==> config.mk <==
export PLATFORM = sky130hd
export DESIGN_NAME = scdt_clock_divider
export DESIGN_NICKNAME = d
export VERILOG_FILES = /design/src/design/scdt_pkg.sv /design/src/design/scdt_clock_divider.sv
export SDC_FILE = /design/constraint.sdc
export NUM_CORES = 1
export LEC_CHECK = 0
export ABC_AREA = 1
export BUFFER_PORTS_ARGS = -buffer_cell sky130_fd_sc_hd__buf_2
export CORE_MARGIN = 1
export CORE_UTILIZATION = 52
export CTS_BUF_LIST = sky130_fd_sc_hd__clkbuf_4
export CTS_CLUSTER_DIAMETER = 200
export DETAILED_ROUTE_END_ITERATION = 10
export MAX_ROUTING_LAYER = met4
export PLACE_DENSITY_LB_ADDON = 0.1
export REMOVE_ABC_BUFFERS = 1
export SLEW_MARGIN = 30
export SYNTH_ARGS = -nofsm -noshare
export SYNTH_HDL_FRONTEND = slang
export SYNTH_SLANG_ARGS = --single-unit
export TNS_END_PERCENT = 50
==> constraint.sdc <==
create_clock -name aclk -period 4.4 [get_ports aclk]
set_input_delay 0.66 -clock aclk [delete_from_list [all_inputs] [get_ports aclk]]
set_output_delay 0.66 -clock aclk [all_outputs]
set_load 0.05 [all_outputs]
==> src/design/scdt_pkg.sv <==
// constants and carrier types for the system clock divider and oscillator trim block
// assumes one undivided source clock and an axi4-lite register master
package scdt_pkg;

  ////////////////////////////////////////////////////////////////////////////
  // register map, byte addresses
  localparam logic [3:0] OFF_OSCILLATOR_TRIM       = 4'h0;
  localparam logic [3:0] OFF_CLOCK_DIVIDE_CONTROL  = 4'h4;

  ////////////////////////////////////////////////////////////////////////////
  // clock_divide_control fields
  localparam int         DIVCTL_UNLOCK_POS   = 7;
  localparam int         DIVCTL_RSVD_MSB     = 6;
  localparam int         DIVCTL_RSVD_LSB     = 4;
  localparam int         DIVCTL_SEL_MSB      = 3;
  localparam int         DIVCTL_SEL_LSB      = 0;

  // oscillator_trim fields
  localparam int         TRIM_RANGE_POS      = 7;
  localparam int         TRIM_FINE_MSB       = 6;

  ////////////////////////////////////////////////////////////////////////////
  // reset values and limits
  localparam logic [3:0] SEL_RESET_PLAIN     = 4'h0;
  localparam logic [3:0] SEL_RESET_DIV8      = 4'h3;
  localparam logic [3:0] SEL_MAX_LEGAL       = 4'h8;
  localparam logic [2:0] UNLOCK_WINDOW       = 3'h4;
  localparam logic [7:0] CNT_RESET           = 8'h00;

  ////////////////////////////////////////////////////////////////////////////
  // axi responses
  localparam logic [1:0] RESP_OKAY           = 2'h0;
  localparam logic [1:0] RESP_SLVERR         = 2'h2;

  ////////////////////////////////////////////////////////////////////////////
  // carriers
  typedef struct packed {
    logic       range_select_bit;
    logic [6:0] fine_trim_field;
  } scdt_trim_t;

  typedef struct packed {
    logic io_domain_clock;
    logic converter_domain_clock;
    logic core_domain_clock;
    logic program_memory_clock;
  } scdt_domain_en_t;

endpackage

==> src/design/scdt_clock_divider.sv <==
// system clock divider with unlock-guarded select, clock output pin and oscillator trim
// assumes aclk is the undivided source clock, fuses are static levels, software on axi4-lite
`timescale 1ns/10ps

// How it works
// - clock-out fuse set: divided system clock replaces gpio on the output pin
// - with that fuse set the pin keeps toggling through reset
// - any factor above one puts the divided clock on the pin
// - all four domain enables share one divided tick
// - factor changes only at an old-period boundary, no short periods
// - divider counts at source rate; its count is never readable
// - new factor starts after the current old period completes
// - unlock is set only by a write with all other bits zero
// - unlock clears after four core cycles or on a select write
// - rewriting unlock while open neither extends nor clears the window
// - select code n divides by two to the n, codes 9..15 reserved
// - reset loads select 0 or 3 depending on divide-eight fuse
// - any legal select is accepted whatever the divide-eight fuse says
// - reset loads the factory calibration value into the trim register
// - software may rewrite the trim register at run time
// - trim top bit picks low or high oscillator range
// - lower seven trim bits tune monotonically within the range
module scdt_clock_divider #(
  parameter int ADDR_W = 4
) (
  // clock and reset
  input  wire logic                   aclk,
  input  wire logic                   aresetn,
  // fuses and factory data
  input  wire logic                   clock_out_fuse,
  input  wire logic                   start_divide_eight_fuse,
  input  wire logic [7:0]             trim_factory_value,
  // axi4-lite write address
  input  wire logic [ADDR_W-1:0]      s_axi_awaddr,
  input  wire logic [2:0]             s_axi_awprot,
  input  wire logic                   s_axi_awvalid,
  output logic                        s_axi_awready,
  // axi4-lite write data and response
  input  wire logic [31:0]            s_axi_wdata,
  input  wire logic [3:0]             s_axi_wstrb,
  input  wire logic                   s_axi_wvalid,
  output logic                        s_axi_wready,
  output logic [1:0]                  s_axi_bresp,
  output logic                        s_axi_bvalid,
  input  wire logic                   s_axi_bready,
  // axi4-lite read
  input  wire logic [ADDR_W-1:0]      s_axi_araddr,
  input  wire logic [2:0]             s_axi_arprot,
  input  wire logic                   s_axi_arvalid,
  output logic                        s_axi_arready,
  output logic [31:0]                 s_axi_rdata,
  output logic [1:0]                  s_axi_rresp,
  output logic                        s_axi_rvalid,
  input  wire logic                   s_axi_rready,
  // clock domain enables, one pulse per divided period
  output scdt_pkg::scdt_domain_en_t   domain_en,
  // oscillator trim to the rc oscillator
  output scdt_pkg::scdt_trim_t        trim_value,
  // shared clock output pin
  input  wire logic                   gpio_out,
  input  wire logic                   gpio_oe,
  output logic                        gpio_in,
  input  wire logic                   clock_out_pin_i,
  output logic                        clock_out_pin_o,
  output logic                        clock_out_pin_oe
);

  ////////////////////////////////////////////////////////////////////////////
  // helpers

  function automatic logic [7:0] low_mask(input logic [3:0] n);
    low_mask = 8'((9'h001 << n) - 9'h001);
  endfunction

  function automatic logic addr_is(input logic [ADDR_W-1:0] a, input logic [3:0] off);
    addr_is = (a == ADDR_W'(off));
  endfunction

  ////////////////////////////////////////////////////////////////////////////
  // state

  logic [7:0]                 cnt_q;
  logic [7:0]                 cnt_d;
  logic [3:0]                 act_sel_q;
  logic [3:0]                 act_sel_d;
  logic [3:0]                 divider_select_q;
  logic                       pend_q;
  logic                       lvl_q;
  logic                       lvl_d;
  logic                       divider_change_unlock_q;
  logic [2:0]                 win_q;
  logic [7:0]                 trim_q;
  logic                       bvalid_q;
  logic [1:0]                 bresp_q;
  logic                       rvalid_q;
  logic [1:0]                 rresp_q;
  logic [31:0]                rdata_q;

  ////////////////////////////////////////////////////////////////////////////
  // divider decode

  wire logic [7:0] cur_mask   = low_mask(act_sel_q);
  wire logic       tick       = ((cnt_q & cur_mask) == 8'h00);
  wire logic       last_cyc   = ((cnt_q & cur_mask) == cur_mask);
  wire logic       do_switch  = pend_q && last_cyc;

  // a counter with a single carry chain stands in for the ripple stages
  assign act_sel_d = do_switch ? divider_select_q : act_sel_q;
  assign cnt_d     = do_switch ? pkg_cnt_reset() : cnt_q + 8'h01;
  assign lvl_d     = (act_sel_d == 4'h0) ? 1'b1 : ~cnt_d[3'(act_sel_d - 4'h1)];

  function automatic logic [7:0] pkg_cnt_reset();
    pkg_cnt_reset = scdt_pkg::CNT_RESET;
  endfunction

  ////////////////////////////////////////////////////////////////////////////
  // bus decode

  wire logic wr_go     = s_axi_awvalid && s_axi_wvalid && !bvalid_q;
  wire logic rd_go     = s_axi_arvalid && !rvalid_q;
  wire logic wr_trim   = addr_is(s_axi_awaddr, scdt_pkg::OFF_OSCILLATOR_TRIM);
  wire logic wr_ctl    = addr_is(s_axi_awaddr, scdt_pkg::OFF_CLOCK_DIVIDE_CONTROL);
  wire logic rd_trim   = addr_is(s_axi_araddr, scdt_pkg::OFF_OSCILLATOR_TRIM);
  wire logic rd_ctl    = addr_is(s_axi_araddr, scdt_pkg::OFF_CLOCK_DIVIDE_CONTROL);
  wire logic lane0     = s_axi_wstrb[0];

  wire logic trim_wr   = wr_go && wr_trim && lane0;
  wire logic ctl_wr    = wr_go && wr_ctl && lane0;
  wire logic [7:0] wb  = s_axi_wdata[7:0];
  wire logic unlock_bit = wb[scdt_pkg::DIVCTL_UNLOCK_POS];
  wire logic [3:0] sel_wdata = wb[scdt_pkg::DIVCTL_SEL_MSB:scdt_pkg::DIVCTL_SEL_LSB];

  // only a write with every other bit zero may open the window
  wire logic clean_set = ctl_wr && unlock_bit && (wb[6:0] == 7'h00);
  wire logic sel_wr    = ctl_wr && !unlock_bit && divider_change_unlock_q;
  wire logic sel_legal = (sel_wdata <= scdt_pkg::SEL_MAX_LEGAL);
  wire logic win_end   = divider_change_unlock_q && tick && (win_q == 3'h1);

  // reserved bits 6..4 read back as zero, the count itself never appears
  wire logic [7:0] ctl_view = {divider_change_unlock_q, 3'h0, divider_select_q};
  wire logic [7:0] rd_byte  = rd_trim ? trim_q : (rd_ctl ? ctl_view : 8'h00);

  ////////////////////////////////////////////////////////////////////////////
  // divider counter and active factor

  always_ff @(posedge aclk)
  begin
    if (!aresetn)
    begin
      cnt_q     <= scdt_pkg::CNT_RESET;
      act_sel_q <= start_divide_eight_fuse ? scdt_pkg::SEL_RESET_DIV8 : scdt_pkg::SEL_RESET_PLAIN;
      lvl_q     <= 1'b1;
    end
    else
    begin
      cnt_q     <= cnt_d;
      act_sel_q <= act_sel_d;
      lvl_q     <= lvl_d;
    end
  end

  ////////////////////////////////////////////////////////////////////////////
  // select field and pending change

  always_ff @(posedge aclk)
  begin
    if (!aresetn)
    begin
      divider_select_q <= start_divide_eight_fuse ? scdt_pkg::SEL_RESET_DIV8 : scdt_pkg::SEL_RESET_PLAIN;
      pend_q           <= 1'b0;
    end
    else if (sel_wr && sel_legal)
    begin
      divider_select_q <= sel_wdata;
      pend_q           <= 1'b1;
    end
    else if (do_switch)
    begin
      pend_q           <= 1'b0;
    end
  end

  ////////////////////////////////////////////////////////////////////////////
  // unlock window, counted in core cycles

  always_ff @(posedge aclk)
  begin
    if (!aresetn)
    begin
      divider_change_unlock_q <= 1'b0;
      win_q                   <= 3'h0;
    end
    else if (!divider_change_unlock_q)
    begin
      if (clean_set)
      begin
        divider_change_unlock_q <= 1'b1;
        win_q                   <= scdt_pkg::UNLOCK_WINDOW;
      end
    end
    else if (sel_wr || win_end)
    begin
      divider_change_unlock_q <= 1'b0;
      win_q                   <= 3'h0;
    end
    else if (tick)
    begin
      // a second clean set is ignored here, so the window never stretches
      win_q <= win_q - 3'h1;
    end
  end

  ////////////////////////////////////////////////////////////////////////////
  // oscillator trim

  always_ff @(posedge aclk)
  begin
    if (!aresetn)
    begin
      trim_q <= trim_factory_value;
    end
    else if (trim_wr)
    begin
      trim_q <= wb;
    end
  end

  // bit 7 picks the range, the low seven tune within it
  assign trim_value.range_select_bit = trim_q[scdt_pkg::TRIM_RANGE_POS];
  assign trim_value.fine_trim_field  = trim_q[scdt_pkg::TRIM_FINE_MSB:0];

  ////////////////////////////////////////////////////////////////////////////
  // write channel

  assign s_axi_awready = wr_go;
  assign s_axi_wready  = wr_go;

  always_ff @(posedge aclk)
  begin
    if (!aresetn)
    begin
      bvalid_q <= 1'b0;
      bresp_q  <= scdt_pkg::RESP_OKAY;
    end
    else if (wr_go)
    begin
      bvalid_q <= 1'b1;
      bresp_q  <= (wr_trim || wr_ctl) ? scdt_pkg::RESP_OKAY : scdt_pkg::RESP_SLVERR;
    end
    else if (s_axi_bready)
    begin
      bvalid_q <= 1'b0;
    end
  end

  assign s_axi_bvalid = bvalid_q;
  assign s_axi_bresp  = bresp_q;

  ////////////////////////////////////////////////////////////////////////////
  // read channel

  assign s_axi_arready = rd_go;

  always_ff @(posedge aclk)
  begin
    if (!aresetn)
    begin
      rvalid_q <= 1'b0;
      rresp_q  <= scdt_pkg::RESP_OKAY;
      rdata_q  <= 32'h0000_0000;
    end
    else if (rd_go)
    begin
      rvalid_q <= 1'b1;
      rresp_q  <= (rd_trim || rd_ctl) ? scdt_pkg::RESP_OKAY : scdt_pkg::RESP_SLVERR;
      rdata_q  <= {24'h00_0000, rd_byte};
    end
    else if (s_axi_rready)
    begin
      rvalid_q <= 1'b0;
    end
  end

  assign s_axi_rvalid = rvalid_q;
  assign s_axi_rresp  = rresp_q;
  assign s_axi_rdata  = rdata_q;

  ////////////////////////////////////////////////////////////////////////////
  // domain enables and clock output pin

  // one shared tick: no domain can drift from another
  assign domain_en.io_domain_clock        = aresetn && tick;
  assign domain_en.converter_domain_clock = aresetn && tick;
  assign domain_en.core_domain_clock      = aresetn && tick;
  assign domain_en.program_memory_clock   = aresetn && tick;

  // factor one passes the source through; the mux only flips while the
  // selected level is high, so no runt pulse reaches the pin
  wire logic sys_clk  = (act_sel_q == 4'h0) ? aclk : lvl_q;
  wire logic pin_clk  = !aresetn ? aclk : sys_clk;

  assign clock_out_pin_o  = clock_out_fuse ? pin_clk : gpio_out;
  assign clock_out_pin_oe = clock_out_fuse || gpio_oe;
  assign gpio_in          = clock_out_pin_i;
endmodule

==> impl_results.md <==
- Clock latency on the worst-skew pair: between 400 and 500 ps
- Setup bufs post-CTS: 0
- Worst Hold Endpoint: s_axi_rvalid
- Mean Syn Cell Area: just over 7 µm²
- Critical path type: clock port to primary output
- Largest net degree at the start of global routing: 34
- GPL Wtd Cong: 0.8651
- Arr. time, crit path: 2830 ps
- Post-cts gate resize count: 0
- Synth top area share: between 20 and 25%
- CTS tree: built
- Worst-case vdd ir drop: 0.1841 mV
- Cells after Synth: 372
- Commonest non-fill, non-tap cell in the layout: nand2_1
- Boundary Pins: 126
- Critical hold path startpoint: s_axi_rready
- Die Area: around 5400 µm²
- Unique masters post-synth: 38
- Yosys reg bits: 42
- Die X: between 70 and 80 µm
- Synth area leader: dfxtp_1
- Gr usage total: 22.70%
- Slew at the pin closest to its max-slew limit: approximately 740 ps
- Multi-input gate area: around 1300 µm²
- Initial core utilization: approximately 55%
- Min-Delay Path Class: primary input to flip-flop
- Mapped Area: approximately 2600 µm²
- CP max stage delay: 210 ps
- Initial antenna violation count: 0
- Clock slew at reported path FFs: ~130 ps
- Pre-Repair DR Iteration Count: 4
- Min Hold Slack: ~430 ps
- Crit-path cells: clkbuf_4, clkbuf_4, a21oi_1, o22ai_1, buf_2
- Crit-path max FO: 2
- Max-Cap Viols: 0
- First-pass GRT wire length: 8783 µm
- Startpoint types: clock port
- Register area share after synthesis: between 30% and 40%
- R2r startpoint: act_sel_q[3]
- RSZ-0062 raised after global routing: no
- Yosys warns: 0
- CP dominant cell by count: clkbuf_4
- # DRC: 0
- Die Ht: 73.32 µm
- Core area: ~4800 µm²
- Placed cells: about 490
- Non-Filler Instances: 500
- Antenna viol nets, final: 0
- Hold Path Cell Cnt: 4
- Max stage delay cell, worst path: buf_2
- Fillcell total: 452
- P&R area growth vs syn: 11.54%
- Critical path's top delay family: buffers and inverters
- Worst path required time: approximately 3700 ps
- Most frequent cells in the layout: 98 x nand2_1, 64 x buf_2, 45 x inv_1, 35 x nor2_1, 30 x dfxtp_1
- Worst reg-to-reg setup slack: between 1500 and 2000 ps
- Slew Viols, Final: 0
- Storage element area: around 960 µm²
- Routed wire per std cell: ~11 µm
- Path depth of the worst reg2reg path: 18
- Total Power: around 0.97 mW
- Vias: about 2400
- Status: finished, final reports clean
- Input/output buffers: 64
- Hold Buf Count CTS: 0
- CP bufs+invs: 3
- Post-DR vias/cell: roughly 4.8
- Worst rel slew slack: just over 50%
- Layout cells sized above 1: roughly 22%
- Reg2reg end: lvl_q
- Total Neg Setup Slack: 0 ps
- Ys async rst share: 0%
- # nets final: just over 500
- 1st-iter DRT viols: 150
- Crit end category: primary output
- Final setup violation count: 0
- Post-synth EDFFs: 12
- Total gr overflow: 0
- Leak pwr: about 1.5 nW
- Post-DP HPWL: about 4100 µm
- Final count of hold timing violations: 0
- Row Count: 25
- Dominant synthesized flop cell: dfxtp_1
- N_diodes: 0
- Top cells by area, synth: dfxtp_1 23%, nand2_1 14%, edfxtp_1 14%
- Max Clock Skew: 12.83 ps
- Final WL: around 5500 µm
- Pwr Density: approximately 330 nW/µm²
- Vias in the first global route: ~2000
-- flip-flops by register name, summed over array words and instances (netlist names), 3 cells and up --
signal	count
win_q	3
act_sel_q	4
s_axi_rdata	8
trim_value	8
cnt_q	8
divider_select_q	4
-- area by class of cell --
class | count | area share (%)
clock buffer | 10 | 2.460
multi-input combinational | 268 | 44.74
tap | 67 | 2.841
clock inverter | 2 | 0.4665
sequential | 42 | 32.57
inverter | 47 | 5.980
timing repair buffer | 64 | 10.94
-- logic make-up after synthesis --
| group | Yosys count | share of synthesized area, % |
|---|---|---|
| other | 1 | 0.1418 |
| xor gates and xnor gates | 2 | 0.6624 |
| DFF | 42 | 36.33 |
| buffers and inverters | 87 | 17.50 |
| AOI/OAI and AO/OA | 42 | 9.177 |
| adders and majority gates | 4 | 1.892 |
| and+or+nand+nor | 194 | 34.30 |
-- synth_stat cells (5+ instances only) --
cell type	n
a21oi_1	13
buf_4	31
clkbuf_1	6
dfxtp_1	30
edfxtp_1	12
inv_1	45
nand2_1	98
nand2_2	5
nand3_1	23
nand4_1	12
nor2_1	35
o21ai_0	17
-- where the power goes --
| part | internal, mW | switching (mW) |
|---|---|---|
| sequential | 0.421 | 0.0150 |
| combinational | 0.0642 | 0.215 |
| clock | 0.104 | 0.155 |
| total | 0.590 | 0.385 |
-- per-layer routing --
metal  GRT usage (%)  share of wire (%)  vias to the layer above  routed length (µm)
met5               -                  0                        -                   0
met4           11.75                1.8                        0                  99
met3           5.898                6.4                       12                 354
met2           32.10                 41                      100                2273
met1           29.80                 50                     1032                2764
li1                -                  -                     1271                   -
-- tightest hold or removal path: cells and delay by family --
kind	cells	cell delay, ps
AND/OR/NAND/NOR	1	40
buffers and inverters	2	100
AO/OA/AOI/OAI	1	50
-- worst max path at each step --
stage | start | to | cells past startpoint
2_1_floorplan | aresetn | domain_en[0] | 2
3_3_place_gp | aclk | clock_out_pin_o | 3
3_5_place_dp | aclk | clock_out_pin_o | 3
4_1_cts | aclk | clock_out_pin_o | 5
5_1_grt | aclk | clock_out_pin_o | 5
6_report | aclk | clock_out_pin_o | 5
-- through the flow --
| stage | util (%) | instance area [µm²] | setup slack, ps |
|---|---|---|---|
| global route | 61.25 | 2950 | 873.5 |
| detailed placement | 59.56 | 2869 | 1158 |
| finish | 61.25 | 2950 | 905.4 |
| CTS | 61.25 | 2950 | 889.8 |
| floorplan | - | 2452 | -1594 |
| global placement | 59.45 | 2864 | 1158 |
Note: power is estimated with default switching activity, not from simulation.
